**src/hdl/agr_params.svh**
```systemverilog
// Constants of the autonegotiation and gigabit register bank.
// Assumes a 32-bit Wishbone bus; each register is one word at four times its index.
// Notes on behaviour
// RQ1: Partner base bits 15-13 read-only, reset zero
// RQ2: Partner base bits 11,10 show pause abilities
// RQ3: Partner base bits 9-5 show speed abilities
// RQ4: Parallel detection fault latches high until read
// RQ5: Page received flag latches low until read
// RQ6: Bit 3 partner next page, bit 2 local
// RQ7: Bit 0 partner can negotiate; 15-5 zero
// RQ8: Software sets more-pages, message bit, code field
// RQ9: Software sets comply bit per partner request
// RQ10: Toggle reads inverse of last sent toggle
// RQ11: Receive register mirrors received next page
// RQ12: Test field picks normal or four tests
// RQ13: Forced role applies only with manual enable
// RQ14: Gigabit ability and port type reset one
// RQ15: Software disables media sense before tests
// RQ16: Role configuration fault latches high until read
// RQ17: Resolved role kept from initial resolution
// RQ18: Bits 13,12 show local, remote receiver state
// RQ19: Bits 11,10 partner gigabit, 9-8 zero
// RQ20: Function field selects address or data modes
// RQ21: Software writes target device address bits 4-0
// RQ22: Window holds address or data per function
// RQ23: Latched flags and idle count reload on read
`ifndef AGR_PARAMS_SVH
`define AGR_PARAMS_SVH

`define AGR_IDX_PBA 6'h05
`define AGR_IDX_EXP 6'h06
`define AGR_IDX_NPT 6'h07
`define AGR_IDX_NPR 6'h08
`define AGR_IDX_GCTL 6'h09
`define AGR_IDX_GSTS 6'h0A
`define AGR_IDX_IAC 6'h0D
`define AGR_IDX_WIN 6'h0E

`define AGR_NPT_RST 16'h2001
`define AGR_GCTL_RST 16'h0700
`define AGR_IAC_RST 16'h0000
`define AGR_GSTS_ROLE_RST 1'h1

`define AGR_NPT_TOGGLE 11
`define AGR_NPT_RSVD 14
`define AGR_BASE_NP 15
`define AGR_GCTL_TEST_HI 15
`define AGR_GCTL_TEST_LO 13
`define AGR_GCTL_MANUAL 12
`define AGR_GCTL_MASTER 11
`define AGR_GCTL_PORT 10
`define AGR_GCTL_FDX 9
`define AGR_GCTL_HDX 8
`define AGR_IAC_FN_HI 15
`define AGR_IAC_FN_LO 14
`define AGR_IAC_DEV_HI 4

`endif

```
**src/hdl/agr_pkg.sv**
```systemverilog
// Types of the autonegotiation and gigabit register bank.
// Used by the bank and its latch cells.
package agr_pkg;

	typedef enum logic [2:0] {
		AGR_TM_NORMAL,
		AGR_TM_WAVEFORM,
		AGR_TM_JITTER_MASTER,
		AGR_TM_JITTER_SLAVE,
		AGR_TM_DISTORTION
	} agr_tm_e;

	typedef enum logic [1:0] {
		AGR_FN_ADDRESS,
		AGR_FN_DATA,
		AGR_FN_DATA_INC_RW,
		AGR_FN_DATA_INC_W
	} agr_fn_e;

	typedef logic [15:0] agr_word_t;

endpackage

```
**src/hdl/agr_latch.sv**
```systemverilog
// One latched status flag, high or low latching, reloaded on read.
// Assumes rd_i is a one-cycle pulse at the edge that takes the read.
`timescale 1ns/10ps
`default_nettype none

module agr_latch import agr_pkg::*; #(
	parameter bit LATCH_HIGH = 1'b1
) (
	input wire logic clk_i, // Clock
	input wire logic rst_i, // Synchronous reset
	input wire logic ce_i, // Clock enable
	input wire logic live_i, // Live condition
	input wire logic rd_i, // Read of the flag
	output logic q_o // Latched flag
);

	logic next_q;

	// A read reloads from live, so an event in the read cycle survives
	assign next_q = rd_i ? live_i : (LATCH_HIGH ? (q_o | live_i) : (q_o & live_i));

	always_ff @(posedge clk_i) begin
		if (rst_i) begin
			q_o <= 1'b0;
		end else if (ce_i) begin
			q_o <= next_q;
		end
	end

endmodule

`default_nettype wire

```
**src/hdl/agr_regs.sv**
```systemverilog
// Autonegotiation, gigabit control/status and indirect access register bank.
// Assumes a classic Wishbone master and a PHY core giving pulses and levels
// synchronous to clk_i; mmd_rdata_i must follow mmd_addr_o in the same cycle.
//
// Decided for this implementation: the Wishbone interface to the registers.
`timescale 1ns/10ps
`default_nettype none
`include "agr_params.svh"

module agr_regs import agr_pkg::*; (
	input wire logic clk_i, // 25 MHz clock
	input wire logic rst_i, // Synchronous reset, active high
	input wire logic ce_i, // Clock enable, freezes state when low
	input wire logic wb_cyc_i, // Wishbone cycle
	input wire logic wb_stb_i, // Wishbone strobe
	input wire logic wb_we_i, // Wishbone write enable
	input wire logic [7:0] wb_adr_i, // Byte address
	input wire logic [3:0] wb_sel_i, // Byte lanes
	input wire logic [31:0] wb_dat_i, // Write data
	output logic [31:0] wb_dat_o, // Read data
	output logic wb_ack_o, // Acknowledge
	input wire logic rx_page_i, // Page received pulse
	input wire logic rx_next_page_i, // Received page is a next page
	input wire logic [15:0] rx_word_i, // Received page word
	input wire logic page_rcvd_i, // Live page-received condition
	input wire logic pd_fault_i, // Parallel detection fault
	input wire logic lp_an_able_i, // Partner can autonegotiate
	input wire logic tx_sent_i, // Link codeword sent pulse
	input wire logic tx_lcw_toggle_i, // Toggle of the codeword sent
	input wire logic ms_fault_i, // Role configuration fault
	input wire logic ms_resolve_i, // Initial role resolution pulse
	input wire logic ms_resolved_master_i, // Resolved as master
	input wire logic local_rx_ok_i, // Local receiver normal
	input wire logic remote_rx_ok_i, // Remote receiver OK
	input wire logic lp_1000_fdx_i, // Partner gigabit full duplex
	input wire logic lp_1000_hdx_i, // Partner gigabit half duplex
	input wire logic idle_err_i, // Idle error pulse
	input wire logic [15:0] mmd_rdata_i, // Indirect read data
	output logic [15:0] np_tx_word_o, // Next page to transmit
	output agr_tm_e test_mode_o, // Transmitter test mode
	output logic ms_force_o, // Manual role enabled
	output logic ms_master_o, // Forced master role
	output logic adv_1000_fdx_o, // Advertise gigabit full duplex
	output logic adv_1000_hdx_o, // Advertise gigabit half duplex
	output logic port_single_o, // Single-port type
	output logic [4:0] mmd_dev_o, // Target device address
	output logic [15:0] mmd_addr_o, // Indirect register address
	output logic [15:0] mmd_wdata_o, // Indirect write data
	output logic mmd_wr_o, // Indirect write pulse
	output logic mmd_rd_o // Indirect read pulse
);

	// Byte-lane merge for the 16-bit registers
	function automatic agr_word_t lane_merge(agr_word_t old, logic [31:0] dat, logic [3:0] sel);
		lane_merge = {sel[1] ? dat[15:8] : old[15:8], sel[0] ? dat[7:0] : old[7:0]};
	endfunction

	agr_word_t pba;
	agr_word_t npr;
	agr_word_t npt;
	agr_word_t gctl;
	agr_word_t iac;
	agr_word_t win_addr;
	logic toggle;
	logic role_master;
	logic [7:0] idle_cnt;
	logic lp_np_able;
	logic flag_pdf;
	logic flag_prx;
	logic flag_msf;

	wire logic req = wb_cyc_i & wb_stb_i & ~wb_ack_o;
	wire logic take = req & ce_i;
	wire logic [5:0] idx = wb_adr_i[7:2];
	wire logic wr = take & wb_we_i;
	wire logic rd = take & ~wb_we_i;
	wire logic hit_pba = idx == `AGR_IDX_PBA;
	wire logic hit_exp = idx == `AGR_IDX_EXP;
	wire logic hit_npt = idx == `AGR_IDX_NPT;
	wire logic hit_npr = idx == `AGR_IDX_NPR;
	wire logic hit_gctl = idx == `AGR_IDX_GCTL;
	wire logic hit_gsts = idx == `AGR_IDX_GSTS;
	wire logic hit_iac = idx == `AGR_IDX_IAC;
	wire logic hit_win = idx == `AGR_IDX_WIN;
	wire agr_fn_e fn = agr_fn_e'(iac[`AGR_IAC_FN_HI:`AGR_IAC_FN_LO]);
	wire logic fn_addr = fn == AGR_FN_ADDRESS;
	wire logic rd_exp = rd & hit_exp;
	wire logic rd_gsts = rd & hit_gsts;
	wire logic win_wr = wr & hit_win;
	wire logic win_rd = rd & hit_win;
	// Post-increment only in data modes, and on reads only for mode 10
	wire logic inc_after_wr = win_wr & (fn == AGR_FN_DATA_INC_RW || fn == AGR_FN_DATA_INC_W);
	wire logic inc_after_rd = win_rd & (fn == AGR_FN_DATA_INC_RW);

	// Expansion word: upper bits wired to zero
	wire agr_word_t exp_word = {11'h000, flag_pdf, lp_np_able, 1'b1, flag_prx, lp_an_able_i}; // RQ6 RQ7
	wire agr_word_t npt_word = {npt[15], 1'b0, npt[13:12], toggle, npt[10:0]}; // RQ10
	wire agr_word_t gsts_word = {flag_msf, role_master, local_rx_ok_i, remote_rx_ok_i,
		lp_1000_fdx_i, lp_1000_hdx_i, 2'h0, idle_cnt}; // RQ16 RQ18 RQ19
	wire agr_word_t win_word = fn_addr ? win_addr : mmd_rdata_i; // RQ22

	agr_word_t rdata;
	always_comb begin
		rdata = 16'h0000;
		unique case (1'b1)
			hit_pba: rdata = pba; // RQ1 RQ2 RQ3
			hit_exp: rdata = exp_word;
			hit_npt: rdata = npt_word;
			hit_npr: rdata = npr; // RQ11
			hit_gctl: rdata = gctl;
			hit_gsts: rdata = gsts_word;
			hit_iac: rdata = iac;
			hit_win: rdata = win_word;
			default: rdata = 16'h0000;
		endcase
	end

	wire agr_tm_e next_test_mode = (gctl[`AGR_GCTL_TEST_HI:`AGR_GCTL_TEST_LO] > 3'h4) ?
		AGR_TM_NORMAL : agr_tm_e'(gctl[`AGR_GCTL_TEST_HI:`AGR_GCTL_TEST_LO]); // RQ12

	// Wishbone slave: answer one cycle after the request, unmapped reads zero
	always_ff @(posedge clk_i) begin
		if (rst_i) begin
			wb_ack_o <= 1'b0;
			wb_dat_o <= 32'h0000_0000;
		end else if (ce_i) begin
			wb_ack_o <= req;
			wb_dat_o <= rd ? {16'h0000, rdata} : 32'h0000_0000;
		end
	end

	// Received pages land in base or next-page registers
	always_ff @(posedge clk_i) begin
		if (rst_i) begin
			pba <= 16'h0000;
			npr <= 16'h0000;
			lp_np_able <= 1'b0;
		end else if (ce_i && rx_page_i) begin
			if (rx_next_page_i) begin
				npr <= rx_word_i; // RQ11
			end else begin
				pba <= rx_word_i; // RQ1 RQ2 RQ3
				lp_np_able <= rx_word_i[`AGR_BASE_NP]; // RQ6
			end
		end
	end

	// Software-owned next page fields; reserved bit held at zero
	always_ff @(posedge clk_i) begin
		if (rst_i) begin
			npt <= `AGR_NPT_RST;
			toggle <= 1'b0;
		end else if (ce_i) begin
			if (wr && hit_npt) begin
				npt <= lane_merge(npt, wb_dat_i, wb_sel_i) & ~16'h4800; // RQ8 RQ9
			end
			if (tx_sent_i) begin
				toggle <= ~tx_lcw_toggle_i; // RQ10
			end
		end
	end

	always_ff @(posedge clk_i) begin
		if (rst_i) begin
			gctl <= `AGR_GCTL_RST; // RQ14
			iac <= `AGR_IAC_RST;
		end else if (ce_i) begin
			if (wr && hit_gctl) begin
				gctl <= lane_merge(gctl, wb_dat_i, wb_sel_i);
			end
			if (wr && hit_iac) begin
				iac <= lane_merge(iac, wb_dat_i, wb_sel_i); // RQ20 RQ21
			end
		end
	end

	// Role taken only at initial resolution; later timing swaps do not reach it
	always_ff @(posedge clk_i) begin
		if (rst_i) begin
			role_master <= `AGR_GSTS_ROLE_RST;
		end else if (ce_i && ms_resolve_i) begin
			role_master <= ms_resolved_master_i; // RQ17
		end
	end

	// Saturating idle error count; a read restarts it, counting an error in that cycle
	always_ff @(posedge clk_i) begin
		if (rst_i) begin
			idle_cnt <= 8'h00;
		end else if (ce_i) begin
			if (rd_gsts) begin
				idle_cnt <= {7'h00, idle_err_i}; // RQ23
			end else if (idle_err_i && idle_cnt != 8'hFF) begin
				idle_cnt <= idle_cnt + 8'h01;
			end
		end
	end

	// Indirect window address, written in address mode, stepped in the post-increment data modes
	always_ff @(posedge clk_i) begin
		if (rst_i) begin
			win_addr <= 16'h0000;
		end else if (ce_i) begin
			if (win_wr && fn_addr) begin
				win_addr <= lane_merge(win_addr, wb_dat_i, wb_sel_i); // RQ22
			end else if (inc_after_wr || inc_after_rd) begin
				win_addr <= win_addr + 16'h0001; // RQ20
			end
		end
	end

	// Registered outputs towards the PHY core
	always_ff @(posedge clk_i) begin
		if (rst_i) begin
			np_tx_word_o <= `AGR_NPT_RST;
			test_mode_o <= AGR_TM_NORMAL;
			ms_force_o <= 1'b0;
			ms_master_o <= 1'b0;
			adv_1000_fdx_o <= 1'b1;
			adv_1000_hdx_o <= 1'b1;
			port_single_o <= 1'b1;
			mmd_dev_o <= 5'h00;
			mmd_addr_o <= 16'h0000;
			mmd_wdata_o <= 16'h0000;
			mmd_wr_o <= 1'b0;
			mmd_rd_o <= 1'b0;
		end else if (ce_i) begin
			np_tx_word_o <= npt_word;
			test_mode_o <= next_test_mode; // RQ12
			ms_force_o <= gctl[`AGR_GCTL_MANUAL];
			ms_master_o <= gctl[`AGR_GCTL_MANUAL] & gctl[`AGR_GCTL_MASTER]; // RQ13
			adv_1000_fdx_o <= gctl[`AGR_GCTL_FDX]; // RQ14
			adv_1000_hdx_o <= gctl[`AGR_GCTL_HDX];
			port_single_o <= gctl[`AGR_GCTL_PORT];
			mmd_dev_o <= iac[`AGR_IAC_DEV_HI:0];
			mmd_addr_o <= win_addr;
			mmd_wdata_o <= win_wr ? lane_merge(16'h0000, wb_dat_i, wb_sel_i) : mmd_wdata_o;
			mmd_wr_o <= win_wr & ~fn_addr; // RQ22
			mmd_rd_o <= win_rd & ~fn_addr;
		end
	end

	// Latched flags; a read acts at the edge that takes the request, the same edge that raises ack
	agr_latch #(.LATCH_HIGH(1'b1)) u_pdf (
		.clk_i(clk_i),
		.rst_i(rst_i),
		.ce_i(ce_i),
		.live_i(pd_fault_i),
		.rd_i(rd_exp),
		.q_o(flag_pdf)
	); // RQ4

	agr_latch #(.LATCH_HIGH(1'b0)) u_prx (
		.clk_i(clk_i),
		.rst_i(rst_i),
		.ce_i(ce_i),
		.live_i(page_rcvd_i),
		.rd_i(rd_exp),
		.q_o(flag_prx)
	); // RQ5

	agr_latch #(.LATCH_HIGH(1'b1)) u_msf (
		.clk_i(clk_i),
		.rst_i(rst_i),
		.ce_i(ce_i),
		.live_i(ms_fault_i),
		.rd_i(rd_gsts),
		.q_o(flag_msf)
	); // RQ16

	AST_PBA_RO: assert property (@(posedge clk_i) disable iff (rst_i) // RQ1
		(wr && hit_pba && !rx_page_i) |=> $stable(pba))
		else $error("partner base changed by a write");

	AST_PDF_LATCH: assert property (@(posedge clk_i) disable iff (rst_i) // RQ4
		(ce_i && pd_fault_i) |=> flag_pdf)
		else $error("parallel detection fault not latched");

	AST_PRX_LOW: assert property (@(posedge clk_i) disable iff (rst_i) // RQ5
		(ce_i && !page_rcvd_i) |=> !flag_prx)
		else $error("page received flag not latched low");

	AST_EXP_ZERO: assert property (@(posedge clk_i) disable iff (rst_i) // RQ7
		rd_exp |=> (wb_ack_o && wb_dat_o[15:5] == 11'h000 && wb_dat_o[2]))
		else $error("expansion read has bad fixed bits");

	AST_TOGGLE: assert property (@(posedge clk_i) disable iff (rst_i) // RQ10
		(ce_i && tx_sent_i) |=> (toggle == !$past(tx_lcw_toggle_i)))
		else $error("toggle not inverse of last codeword");

	AST_MS_FORCE: assert property (@(posedge clk_i) disable iff (rst_i) // RQ13
		ms_master_o |-> $past(gctl[`AGR_GCTL_MANUAL]))
		else $error("forced master without manual enable");

	AST_ROLE_HOLD: assert property (@(posedge clk_i) disable iff (rst_i) // RQ17
		!ms_resolve_i |=> $stable(role_master))
		else $error("resolved role changed without resolution");

	AST_IDLE_CLR: assert property (@(posedge clk_i) disable iff (rst_i) // RQ23
		(rd_gsts && !idle_err_i) |=> (idle_cnt == 8'h00))
		else $error("idle error count not cleared by read");

	AST_WIN_ADDR: assert property (@(posedge clk_i) disable iff (rst_i) // RQ22
		(win_wr && fn_addr && wb_sel_i[1:0] == 2'h3) |=> (win_addr == $past(wb_dat_i[15:0])))
		else $error("window address not taken in address mode");

	AST_TEST_RSVD: assert property (@(posedge clk_i) disable iff (rst_i) // RQ12
		(ce_i && gctl[15:13] > 3'h4) |=> test_mode_o == AGR_TM_NORMAL)
		else $error("reserved test code not treated as normal");

	// Latched flags, read-only bits, captures and window accesses
	AST_PDF_HOLD: assert property (@(posedge clk_i) disable iff (rst_i) // RQ4
		(flag_pdf && !rd_exp) |=> flag_pdf)
		else $error("parallel detection fault dropped before read");

	AST_NPT_RO_BITS: assert property (@(posedge clk_i) disable iff (rst_i) // RQ10
		(wr && hit_npt) |=> (npt[`AGR_NPT_RSVD] == 1'b0 && npt[`AGR_NPT_TOGGLE] == 1'b0))
		else $error("read-only next page bits taken from a write");

	AST_NPR_MIRROR: assert property (@(posedge clk_i) disable iff (rst_i) // RQ11
		(ce_i && rx_page_i && rx_next_page_i) |=> (npr == $past(rx_word_i)))
		else $error("received next page not mirrored");

	AST_MSF_LATCH: assert property (@(posedge clk_i) disable iff (rst_i) // RQ16
		(ce_i && ms_fault_i) |=> flag_msf)
		else $error("role configuration fault not latched");

	AST_ROLE_TAKE: assert property (@(posedge clk_i) disable iff (rst_i) // RQ17
		(ce_i && ms_resolve_i) |=> (role_master == $past(ms_resolved_master_i)))
		else $error("resolved role not captured");

	AST_GSTS_ZERO: assert property (@(posedge clk_i) disable iff (rst_i) // RQ19
		rd_gsts |=> (wb_ack_o && wb_dat_o[9:8] == 2'h0))
		else $error("gigabit status reserved bits not zero");

	AST_WIN_INC: assert property (@(posedge clk_i) disable iff (rst_i) // RQ20
		(inc_after_wr || inc_after_rd) |=> (win_addr == $past(win_addr) + 16'h0001))
		else $error("window address not stepped after data access");

	AST_MMD_RD: assert property (@(posedge clk_i) disable iff (rst_i) // RQ22
		(win_rd && !fn_addr) |=> (mmd_rd_o && mmd_addr_o == $past(win_addr)))
		else $error("indirect read pulse or address wrong");

	AST_PRX_RELOAD: assert property (@(posedge clk_i) disable iff (rst_i) // RQ23
		(rd_exp && page_rcvd_i) |=> flag_prx)
		else $error("page received flag not reloaded by read");

endmodule

`default_nettype wire

```
**config.mk**
```make
export PLATFORM = sky130hd
export DESIGN_NAME = agr_regs
export DESIGN_NICKNAME = d
export VERILOG_FILES = /design/src/hdl/agr_pkg.sv /design/src/hdl/agr_latch.sv /design/src/hdl/agr_regs.sv
export VERILOG_INCLUDE_DIRS = /design/src /design/src/hdl
export SDC_FILE = /design/constraint.sdc
export NUM_CORES = 1
export LEC_CHECK = 0
export BUFFER_PORTS_ARGS = -buffer_cell sky130_fd_sc_hd__buf_4
export CAP_MARGIN = 20
export CORE_ASPECT_RATIO = 0.6
export CORE_MARGIN = 2
export CORE_UTILIZATION = 25
export CTS_CLUSTER_DIAMETER = 200
export DETAILED_ROUTE_END_ITERATION = 10
export MAX_ROUTING_LAYER = met4
export PLACE_DENSITY = 0.44
export SYNTH_ARGS = -nofsm -noshare
export SYNTH_HDL_FRONTEND = slang
export SYNTH_SLANG_ARGS = --single-unit
```
**constraint.sdc**
```tcl
create_clock -name clk_i -period 1.9 [get_ports clk_i]
set_clock_uncertainty 0.15 [all_clocks]
set_input_delay 0.285 -clock clk_i [delete_from_list [all_inputs] [get_ports clk_i]]
set_output_delay 0.285 -clock clk_i [all_outputs]
set_load 0.1 [all_outputs]
```
**Word level (Yosys, flattened, before mapping)**

Index checks and enable logic that the tools add are counted.

- Bits of input ports: 97
- Logic and storage cells: 109
- Register bits: 203
- Output and inout bits: 96

- Multiplexer cells: 15
- Bitwise gates (word level): 22
- Equality and inequality tests: 13
- Reduce and logical (&&, ||, !) cells: 25
- Magnitude comparators: 1
- $add $sub $neg: 2

Operators by type and width:

| kind | number |
|---|---|
| one-hot mux 16 bit (8 select lines) | 1 |
| 2-to-1 mux 16 bit | 4 |
| 2-to-1 mux 8 bit | 6 |
| == test 6 x 4 -> 1 bit (second input constant) | 5 |
| AND reduction 3 bit | 8 |
| == test 6 x 3 -> 1 bit (second input constant) | 3 |
| adder 16 x 1 -> 16 bit (second input constant) | 1 |
| bitwise AND 1 bit | 15 |
| AND reduction 2 bit | 5 |
| adder 8 x 1 -> 8 bit (second input constant) | 1 |
| inequality test 8 bit (second input constant) | 1 |
| logical AND 1 bit | 7 |
| inverter 1 bit | 5 |
| == test 2 bit (second input constant) | 2 |
| inequality test 2 bit (second input constant) | 2 |
| nonzero test 2 bit | 2 |
| greater-than comparator 3 bit (second input constant) | 1 |
| 2-to-1 mux 1 bit | 3 |
| 2-to-1 mux 3 bit | 1 |
| zero test 2 bit | 1 |
| logical OR 1 bit | 2 |
| OR 1 bit | 2 |

**Depth between registers and ports, before layout**

Gate-level depths: netlist (run 1).

- Word-level depth: 9
- Depth in mapped cells: 7
- Gate-level depth less buffers: 6

**By module**

Synthesis (run 1) repeated with hierarchy kept, for this count alone.

- Cells, all modules: 1,017
- Area total of the unflattened synthesis: 8,479.4 um^2

By module, submodules not included:

| module | area an instance (um^2) | cells each | instances |
|---|---|---|---|
| agr_regs | 8,345.5 | 1,005 | 1 |
| agr_latch (u_msf ...) | 42.5 | 4 | 2 |
| agr_latch (u_prx) | 48.8 | 4 | 1 |

**Worst setup path before layout (run 1)**

OpenSTA, ideal clock, no wires.

- Path type: register -> register
- Start: register wb_ack_o
- End: register win_addr[12]
- Cell stages (with the launch flop): 8
- Library setup time: 58 ps
- Setup slack: -480 ps
- Arrival time: 2,172 ps
- Path through: dfxtp_1 > and4b_1 > buf_2 > nand3_1 > clkbuf_1 > nor4_1 > nor2_1 > o221a_2

- Cells in the longest elaborated chain, start to end: 9

Ends and longest elaborated chain:

| item | RTL line | RTL |
|---|---|---|
| start: declaration | agr_regs.sv:21 | `output logic wb_ack_o,` |
| start signal: assignment | agr_regs.sv:127 | `wb_ack_o <= req;` |
| inverter 1 bit * | agr_regs.sv:72 | `wire logic req = wb_cyc_i & wb_stb_i & ~wb_ack_o;` |
| bitwise AND 1 bit * | agr_regs.sv:72 |  |
| bitwise AND 1 bit * | agr_regs.sv:73 | `wire logic take = req & ce_i;` |
| bitwise AND 1 bit, on equally long branches | agr_regs.sv:75, agr_regs.sv:76 |  |
| bitwise AND 1 bit, on equally long branches | agr_regs.sv:89, agr_regs.sv:90 |  |
| bitwise AND 1 bit, on equally long branches | agr_regs.sv:92, agr_regs.sv:93 |  |
| logical OR 1 bit | agr_regs.sv:206 | `end else if (inc_after_wr \|\| inc_after_rd) begin` |
| nonzero test 2 bit (no source line) | n/a |  |
| AND reduction 3 bit (no source line) | n/a |  |
| end signal: assignment | agr_regs.sv:205 | `win_addr <= lane_merge(win_addr, wb_dat_i, wb_sel_i);` |
| end signal: assignment | agr_regs.sv:207 | `win_addr <= win_addr + 16'h0001;` |
| end: declaration | agr_regs.sv:63 | `agr_word_t win_addr;` |

Every way passes the cells marked *; elsewhere a longest branch is shown, timed or not.
A chain may end at the register's enable or synchronous reset.

**Final worst setup path (run 1)**

- Start: register iac[14]
- End: register win_addr[5]

- Cells in the longest elaborated chain, start to end: 6

Ends and longest elaborated chain:

| item | RTL line | RTL |
|---|---|---|
| start: declaration | agr_regs.sv:62 | `agr_word_t iac;` |
| start signal: assignment | agr_regs.sv:166 | `` iac <= `AGR_IAC_RST; `` |
| start signal: assignment | agr_regs.sv:172 | `iac <= lane_merge(iac, wb_dat_i, wb_sel_i);` |
| == test 2 bit, on equally long branches | agr_regs.sv:92, agr_regs.sv:93 |  |
| logical OR 1 bit | agr_regs.sv:92 | `wire logic inc_after_wr = win_wr & (fn == AGR_FN_DATA_INC_RW \|\| fn == AGR_FN_DATA_INC_W);` |
| bitwise AND 1 bit | agr_regs.sv:92 |  |
| logical OR 1 bit | agr_regs.sv:206 |  |
| nonzero test 2 bit (no source line) | n/a |  |
| AND reduction 3 bit (no source line) | n/a |  |

Several ways; a longest one is shown, not always the timed one.

==> flow_metrics.tcl, run 1 <==
set metrics [dict create \
    rr_worst_depth 6 \
    layout_commonest_cell "buf_4" \
    synth_enable_flop_cells 0 \
    rows 52 \
    rrSetupSlack_ps 50 \
    crit_type "register to register" \
    crit_path_max_fanout 6 \
    synth_area_per_cell_um2 8.63 \
    fp.dieArea_mm2 0.0355 \
    drt_iter0_drc 489 \
    clkSinkCount 186 \
    io_buffers 155 \
    synthArstFlopShare_pct 0 \
    numCtsBuffers 17 \
    die_height_um 147 \
    cp-end-kind "register" \
    crit_arrival_ps 2070 \
    coreArea_mm2 0.0336 \
    hold_depth 3 \
    p_leak_uw 0.00449 \
    post-route-drc-count 0 \
    hpwl_um 23500 \
    syn_area_mm2 0.00849 \
    grt_antenna_before_repair 0 \
    maxSlewViolCount 0 \
    synth_ff_type "dfxtp_1" \
    cts-root-buf "clkbuf_16" \
    syn_inst 984 \
    die_x_um 242 \
    synth_seq_cells 186 \
    antenna_cells 0 \
    grt_usage_pct 17.9 \
    setup_viol 0 \
    status "complete, no violations" \
    fillers 3585 \
    finalSetupTns_ps 0 \
    power.density_mw_per_mm2 709 \
    design_area_mm2 0.0119 \
    grt_max_degree 39 \
    vias 7948 \
    r2r-end "win_addr[5]$_SDFFE_PP0P_" \
    yosysSeqAreaShare_pct 43.9 \
    grt_pass1_vias 7654 \
    cp.required_ps 2120 \
    dp_slack_ps -137 \
    wl_per_cell_um 18.0 \
    via_per_inst 4.64 \
    postLayoutSetupSlackWorst_ps 50.6 \
    clock_latency_ps 460 \
    grt_first_pass_wirelength_um 46700 \
    fin_crit_ps 1850 \
    hold_path_class "input port to register" \
    htreeDepth 4 \
    ir_drop_uv 671 \
    hold_start "wb_sel_i[1]" \
    nNetsFinal 1340 \
    drt_pass1_iterations 5 \
    cts.clk_slew.worst_paths_ps 70 \
    routabilityCongestion 0.832 \
    pin_count 193 \
    maxCapViolations 0 \
    startpoint_type "register" \
    drt_wl_total_um 30800 \
    start_util_pct 25.3 \
    utilization_pct 35.4 \
    hold_end "mmd_wdata_o[9]$_SDFFE_PP0P_" \
    overflow 0 \
    ant_nets 0 \
    period_share_pct 97.3 \
    clock_path_buffers 2 \
    layout_common_cells "buf_4 (249), dfxtp_1 (184), nand2_1 (144)" \
    timing.rr.start "iac[14]$_SDFFE_PP0P_" \
    yosys_warnings 0 \
    max_freq_ghz 0.541 \
    synth.distinct_cells 71 \
    placed_area_mm2 0.0108 \
    cts_tree "built" \
    syn_to_final_growth_pct 39.9 \
    drive_gt1_share_pct 26.7 \
    rsz0062_at_grt "yes" \
    hold_violations 0 \
]
-- layer usage --
| layer | track usage (%) | vias to the layer above | wire [um] |
|---|---|---|---|
| li1 | - | 3959 | - |
| met1 | 25.6 | 3760 | 15900 |
| met2 | 25.3 | 199 | 13000 |
| met3 | 3.29 | 30 | 1370 |
| met4 | 5.40 | 0 | 513 |
| met5 | - | - | 0 |
-- synthesized netlist by cell type, types with 3 or more instances --
master	count	area share (%)
a221oi_2	3	0.53
o22ai_1	9	0.66
nor2_4	5	0.66
buf_2	20	1.2
a21o_1	3	0.27
nand3_1	23	1.4
or3_1	4	0.29
o21ai_1	5	0.29
dfxtp_1	186	44
a221oi_1	10	1.0
a32oi_1	3	0.31
nor3_1	16	0.94
nand2_1	144	6.4
nand3b_1	3	0.27
nor2b_1	14	1.0
nor2_1	112	5.0
a22oi_1	16	1.4
a22o_1	8	0.83
and2_1	7	0.52
a211oi_1	3	0.27
nor3b_1	3	0.27
nand4_1	4	0.29
a311oi_1	4	0.41
inv_1	8	0.35
a21oi_1	92	5.4
clkbuf_1	36	1.6
nor4_1	4	0.29
and4b_1	3	0.35
a211o_1	7	0.72
o21ai_0	35	2.1
xnor2_1	5	0.52
nand2b_1	10	0.74
o2bb2ai_1	4	0.41
a31oi_1	3	0.22
mux2i_1	93	11
and3_1	11	0.81
buf_6	4	0.53
buf_4	21	1.9
-- where the power goes --
| part | internal [uW] | total (uW) | switching, uW |
|---|---|---|---|
| combinational | 316 | 861 | 545 |
| sequential | 3930 | 3960 | 26.9 |
| clock | 1940 | 3600 | 1660 |
| total | 6190 | 8420 | 2230 |
-- layout make-up --
| class | count | area (um2) | share of cell area, % |
|---|---|---|---|
| multi-input combinational | 724 | 4420 | 37.2 |
| sequential | 186 | 3730 | 31.4 |
| timing repair buffer | 304 | 2540 | 21.4 |
| tap | 459 | 574 | 4.84 |
| clock buffer | 18 | 429 | 3.61 |
| clock inverter | 14 | 149 | 1.25 |
| inverter | 8 | 30.0 | 0.253 |
-- state kept, by name, indices dropped and copies added (netlist names), 3 cells and up --
name and cells:
gctl 16, iac 16, idle_cnt 8, mmd_addr_o 16, mmd_dev_o 5, mmd_wdata_o 16
np_tx_word_o 15, npr 16, npt 14, pba 16, test_mode_o 3, wb_dat_o 16
win_addr 16
-- worst max-delay path, cell delays in order (launching register included) --
cell      delay, ps
dfxtp_1         420
inv_1           130
o21ai_4         300
a21oi_4         150
buf_4           160
a31o_2          230
a221oi_2        220
-- cell families (layout without fill, tap and decap cells) --
group | after synthesis | in the layout | synth area share (%)
AO/OA/AOI/OAI | 219 | 219 | 16.6
XOR/XNOR | 6 | 6 | 0.619
adder cells (fa/ha/maj) | 2 | 2 | 0.295
buffers and inverters | 90 | 344 | 5.56
flip-flops | 186 | 186 | 43.9
multiplexers | 93 | 93 | 11.0
other | 1 | 17 | 0.0442
AND/OR/NAND/NOR | 387 | 387 | 22.1
-- metrics by stage --
| step | std cells | total power [uW] | hold slack, ps |
|---|---|---|---|
| floorplan | 1000 | 4520 | 251 |
| global placement | 1638 | 4840 | 292 |
| detailed placement | 1638 | 4840 | 297 |
| CTS | 1710 | 8540 | 12.8 |
| global route | 1713 | 8760 | 54.1 |
| finish | 1713 | 8420 | 48.3 |
-- how the worst max path moves through the flow --
stage / from / to / slack, ps / cells past startpoint
6_report: iac[14]$_SDFFE_PP0P_ / win_addr[5]$_SDFFE_PP0P_ / 50 / 6
3_3_place_gp: wb_adr_i[6] / wb_dat_o[0]$_SDFFE_PP0P_ / -130 / 7
5_1_grt: wb_ack_o$_SDFFE_PP0P_ / npt[0]$_SDFFE_PP1P_ / -30 / 8
2_1_floorplan: wb_ack_o$_SDFFE_PP0P_ / win_addr[15]$_SDFFE_PP0P_ / 20 / 7
3_5_place_dp: wb_adr_i[6] / wb_dat_o[3]$_SDFFE_PP0P_ / -140 / 7
4_1_cts: wb_ack_o$_SDFFE_PP0P_ / wb_dat_o[10]$_SDFFE_PP0P_ / 2 / 7
-- what timing repair did --
item / in CTS / in global routing
pin swaps: 1 / 4
setup endpoints to repair: 1 / 44
hold endpoints to repair: 96 / 0
setup buffers: 0 / 3
resized for setup: 1 / 23
hold buffers: 40 / 0
Note: power is estimated with default switching activity, not from simulation.
==> run 2, diff against run 1 <==
Settings changed: CORE_MARGIN 2 to 3, SYNTH_HIERARCHICAL set to 1.
==> run 2 against run 1 <==
The flow now finishes with violations (negative setup slack). Maximum frequency is 6.4% lower. Non-clock buffer count is 34 higher. Via count is 9.8% higher. Core utilization is 2.7 points higher. Clock power is 2% higher. Global-route usage is 2.6 points higher. Worst setup slack worse by 130 ps. Largest power group unchanged.
==> flow_metrics.tcl, run 2 <==
set metrics [dict create \
    coreArea_mm2 0.0329 \
    layout_commonest_cell "buf_4" \
    crit_path_max_fanout 5 \
    io_buffers 155 \
    cts-root-buf "clkbuf_16" \
    clkSinkCount 186 \
    synth_ff_type "dfxtp_1" \
    synth_top_family_by_area "compound AO/OA/AOI/OAI gates" \
    rrSetupSlack_ps -80 \
    synth_mux_area_share_pct 8.00 \
    period_share_pct 104 \
    start_util_pct 25.8 \
    die_x_um 244 \
    timing.rr.start "wb_ack_o$_SDFFE_PP0P_" \
    p_leak_uw 0.00483 \
    worst_path_dominant_cell_family "simple AND/OR/NAND/NOR gates" \
    cp-end-kind "register" \
    synthAdderAreaFrac_pct 0.295 \
    relSlewSlack_pct 43.0 \
    hpwl_um 27800 \
    synth_area_per_cell_um2 8.34 \
    grt_max_degree 54 \
    grt_pass1_vias 8012 \
    max_freq_ghz 0.506 \
    syn_area_mm2 0.00848 \
    rsz0062_at_grt "yes" \
    drt_pass1_iterations 5 \
    maxCapViolations 0 \
    grt_first_pass_wirelength_um 53100 \
    cp_slowest_stage_delay_ps 450 \
    drt_iter0_drc 677 \
    clock_path_buffers 2 \
    synthArstFlopShare_pct 0 \
    overflow 0 \
    crit_type "register to register" \
    routabilityCongestion 0.875 \
    hold_violations 0 \
    clock_latency_ps 460 \
    crit_buf_inv 1 \
    postLayoutSetupSlackWorst_ps -75.8 \
    fin_crit_ps 1980 \
    stdcell_count 1767 \
    total_power_uw 8600 \
    ir_drop_uv 663 \
    dp_slack_ps -269 \
    drt_wl_total_um 37100 \
    grt_antenna_before_repair 1 \
    hold-worst-slack_ps 61.5 \
    layout_common_cells "buf_4 (272), dfxtp_1 (183), nand2_1 (168)" \
    path_depth 6 \
    drive_gt1_share_pct 31.7 \
    synthTopCellsByCount "dfxtp_1 (186), nand2_1 (169), a21oi_1 (116)" \
    wl_per_cell_um 21.0 \
    dp_cells 1677 \
    cts_tree "built" \
    synthTopCellsByArea "dfxtp_1 (44%), nand2_1 (7.5%), a21oi_1 (6.8%)" \
    synth-xor-area-share_pct 0.516 \
    syn_inst 1017 \
    maxSlewViolCount 0 \
    htreeDepth 4 \
    synth.most_common_cell "dfxtp_1" \
    rows 51 \
    yosysSeqAreaShare_pct 43.9 \
    synth_enable_flop_cells 0 \
    cp.required_ps 2100 \
    synth_simple_gate_area_share_pct 20.5 \
    setup_viol 28 \
    power.density_mw_per_mm2 687 \
    hold_path_class "input port to register" \
    ant_nets 0 \
    tightest_slew_ps 851 \
    syn_to_final_growth_pct 47.7 \
    endpoint "win_addr[11]$_SDFFE_PP0P_" \
    numCtsBuffers 17 \
    nNetsFinal 1402 \
    post-route-drc-count 0 \
    cts.clk_slew.worst_paths_ps 80 \
    crit_arrival_ps 2170 \
    rr_worst_depth 6 \
    cp_slowest_cell "or4_4" \
    finalSetupTns_ps -1010 \
    violations "negative setup slack" \
    crit_chain "and4b_2, buf_6, and4_4, or4_4, a211oi_4, o32ai_1" \
    fp.dieArea_mm2 0.0362 \
    hold_start "wb_sel_i[1]" \
    synth_top_area_share_pct 43.9 \
    status "finished, violations left" \
    yosys_warnings 6 \
    crit_path_start "wb_ack_o$_SDFFE_PP0P_" \
    die_height_um 149 \
    synth.distinct_cells 72 \
    via_per_inst 4.94 \
    grt_usage_pct 20.5 \
    startpoint_type "register" \
    pin_count 193 \
    synth_top_area_cell "dfxtp_1" \
    synth_seq_cells 186 \
    r2r-end "win_addr[11]$_SDFFE_PP0P_" \
    synth_compound_area_share_pct 21.5 \
    vias 8723 \
]
run 2: how the worst min path moves through the flow:
| stage | end | slack (ps) | cells after the start |
|---|---|---|---|
| after floorplan | u_msf/q_o$_SDFFE_PP0P_ | 200 | 1 |
| after global placement | npr[10]$_SDFFE_PP0P_ | 290 | 2 |
| after detailed placement | npr[13]$_SDFFE_PP0P_ | 300 | 2 |
| after CTS | mmd_wdata_o[14]$_SDFFE_PP0P_ | 20 | 3 |
| after global routing | mmd_wdata_o[13]$_SDFFE_PP0P_ | 60 | 3 |
| final | mmd_wdata_o[12]$_SDFFE_PP0P_ | 60 | 3 |
run 2: stage by stage:
step,area (um2),util [%]
after floorplan,8630,-
after global placement,11000,33.4
after detailed placement,11000,33.4
after CTS,12100,36.8
after global routing,12500,38.0
final,12500,38.0
run 2: where the power goes:
part	leakage, uW	switching (uW)	internal [uW]
clock network	0.000280	1810	1860
registers	0.00150	31.2	3930
logic	0.00305	618	352
run 2: final cells by class:
cell class / count / area [um2]
inverter: 7 / 26.3
tap: 450 / 563
clock inverter: 15 / 155
fill: 3413 / 20400
timing repair buffer: 338 / 2890
antenna: 1 / 2.50
sequential: 186 / 3730
multi-input combinational: 753 / 4730
clock buffer: 17 / 425
run 2: cells by family after synthesis:
family,count (synthesis)
compound gates,293
xor+xnor,5
fa+ha+maj,2
buf+inv,96
flops,186
mux,66
other cells,1
simple gates,368
run 2: routing by layer:
layer  share of wire [%]  vias up  GRT usage (%)  wire length, um
met5                   0        -              -                0
met4                 1.3        0           4.74              479
met3                 8.5       33           4.59             3150
met2                  39      348           26.8            14700
met1                  51     4164           31.2            18900
li1                    -     4178              -                -
run 2: what timing repair did:
action	in CTS	in global routing
hold buffers	40	0
endpoints found under the hold margin	93	0
gates cloned	2	4
buffers inserted	4	7
resized for setup	22	67
setup endpoints to repair	75	97
pin swaps	8	40
run 2: worst min-delay path: stages:
cell and delay (ps):
buf_4 190, nand3_1 100, a21oi_1 50
==> run 3, diff against run 2 <==
Settings changed: PLACE_DENSITY 0.44 to 0.42, RECOVER_POWER set to 25, TNS_END_PERCENT set to 30.
Clock period 1.9 ns to 2.1 ns, I/O delays scaled along.
==> run 3 against run 2 <==
The flow now finishes without violations. Register-to-register slack better by 90 ps. Worst setup slack better by 90 ps. Critical path depth stayed put. First-iteration DRC count is 6.2% higher. Die area stayed put. Clock power is 9.0% lower. Routed wire length is 5.4% lower. Clock-buffer cell count is 5 higher. Via count is 4.6% lower. Sequential share of layout area is 2.6 points higher. Sequential power is 9.3% lower.
==> flow_metrics.tcl, run 3 (synthesis results as in run 2) <==
set metrics [dict create \
    cts.clk_slew.worst_paths_ps 70 \
    grt_first_pass_wirelength_um 50900 \
    grt_usage_pct 19.7 \
    postLayoutSetupSlackWorst_ps 14.1 \
    hpwl_um 26900 \
    layout_commonest_cell "buf_4" \
    stdcell_count 1700 \
    grt_antenna_before_repair 0 \
    max_freq_ghz 0.479 \
    relSlewSlack_pct 33.8 \
    vias 8322 \
    dp_slack_ps -188 \
    maxSlewViolCount 0 \
    fin_crit_ps 2090 \
    drt_pass1_iterations 6 \
    maxCapViolations 0 \
    drive_gt1_share_pct 25.2 \
    crit_path_max_fanout 8 \
    setup_viol 0 \
    hold_path_class "input port to register" \
    finalSetupTns_ps 0 \
    period_share_pct 99.3 \
    crit_type "register to register" \
    tightest_slew_ps 993 \
    die_height_um 149 \
    cp.required_ps 2250 \
    status "complete, no violations" \
    wl_per_cell_um 20.7 \
    overflow 0 \
    clock_path_buffers 2 \
    die_x_um 244 \
    layout_common_cells "buf_4 (237), dfxtp_1 (185), nand2_1 (169)" \
    total_power_uw 7700 \
    startpoint_type "register" \
    htreeDepth 4 \
    via_per_inst 4.90 \
    routabilityCongestion 0.863 \
    cp-end-kind "register" \
    cts_tree "built" \
    ir_drop_uv 588 \
    hold_violations 0 \
    coreArea_mm2 0.0329 \
    antenna_cells 0 \
    clkSinkCount 186 \
    grt_pass1_vias 7678 \
    cts-root-buf "clkbuf_16" \
    fp.dieArea_mm2 0.0362 \
    grt_max_degree 49 \
    dp_cells 1642 \
    crit_arrival_ps 2240 \
    drt_iter0_drc 719 \
    rsz0062_at_grt "no" \
    p_leak_uw 0.00440 \
    post-route-drc-count 0 \
    io_buffers 155 \
    start_util_pct 25.8 \
    numCtsBuffers 17 \
    pin_count 193 \
    power.density_mw_per_mm2 670 \
    clock_latency_ps 450 \
    syn_to_final_growth_pct 35.5 \
    nNetsFinal 1336 \
    rows 51 \
    ant_nets 0 \
    drt_wl_total_um 35100 \
    hold-worst-slack_ps 23.7 \
]
==> run 3: changes by cell type in the layout (fill, tap and decap cells not counted), moves of 6 or more <==
cell,change
buf_4,-35
dlygate4sd3_1,-14
o21ai_0,+14
buf_6,-11
a21oi_1,+9
a21oi_2,-9
nor2_1,+8
o21ai_1,-8
buf_12,-7
clkbuf_2,+7
inv_6,-7
nand3_1,+7
a221oi_1,+6
a221oi_2,-6
==> run 3: cell type report <==
class / count / area [um2]
multi-input combinational: 751 / 4430
tap: 450 / 563
fill: 3531 / 21400
clock buffer: 22 / 474
inverter: 7 / 26.3
timing repair buffer: 274 / 2150
sequential: 186 / 3730
clock inverter: 10 / 118
==> run 3: per-layer routing <==
layer / track usage, % / wire length [um] / up-vias
met5: - / 0 / -
met4: 4.95 / 454 / 0
met3: 3.73 / 1870 / 35
met2: 26.2 / 13900 / 243
met1: 29.9 / 18900 / 4010
li1: - / - / 4034
==> run 3: worst max-delay path: stages (launching register included) <==
cell and delay, ps:
dfxtp_1 310, or2_2 440, buf_4 220, nand2_1 60, a21oi_1 100, a221oi_1 510, a221oi_1 150
==> run 3: what timing repair did <==
item,4_1_cts,5_1_grt
endpoints found under the hold margin,44,0
setup buffers,0,1
pin swaps,0,3
resized for setup,2,7
setup endpoints to repair,12,17
hold buffers,26,0
==> run 3: path summary, 6_finish.rpt <==
kind	start	end	slack, ps	cells past startpoint
setup / recovery	iac[15]$_SDFFE_PP0P_	wb_dat_o[1]$_SDFFE_PP0P_	10	6
hold / removal	wb_dat_i[13]	npt[13]$_SDFFE_PP1P_	20	3
setup reg to reg	iac[15]$_SDFFE_PP0P_	wb_dat_o[1]$_SDFFE_PP0P_	10	6
hold reg to reg	mmd_wdata_o[13]$_SDFFE_PP0P_	mmd_wdata_o[13]$_SDFFE_PP0P_	300	2
==> run 3: per-stage QoR <==
step,cell area (um2),utilization (%)
global route,11500,34.9
detailed placement,10600,32.2
global placement,10600,32.2
floorplan,8550,-
finish,11500,34.9
CTS,11500,34.8
==> run 3: report_power, final <==
part | internal, uW | total (uW) | switching [uW] | leakage (uW)
Sequential | 3560 | 3590 | 27.8 | 0.00150
Clock | 1850 | 3340 | 1490 | 0.000278
Combinational | 258 | 775 | 517 | 0.00261
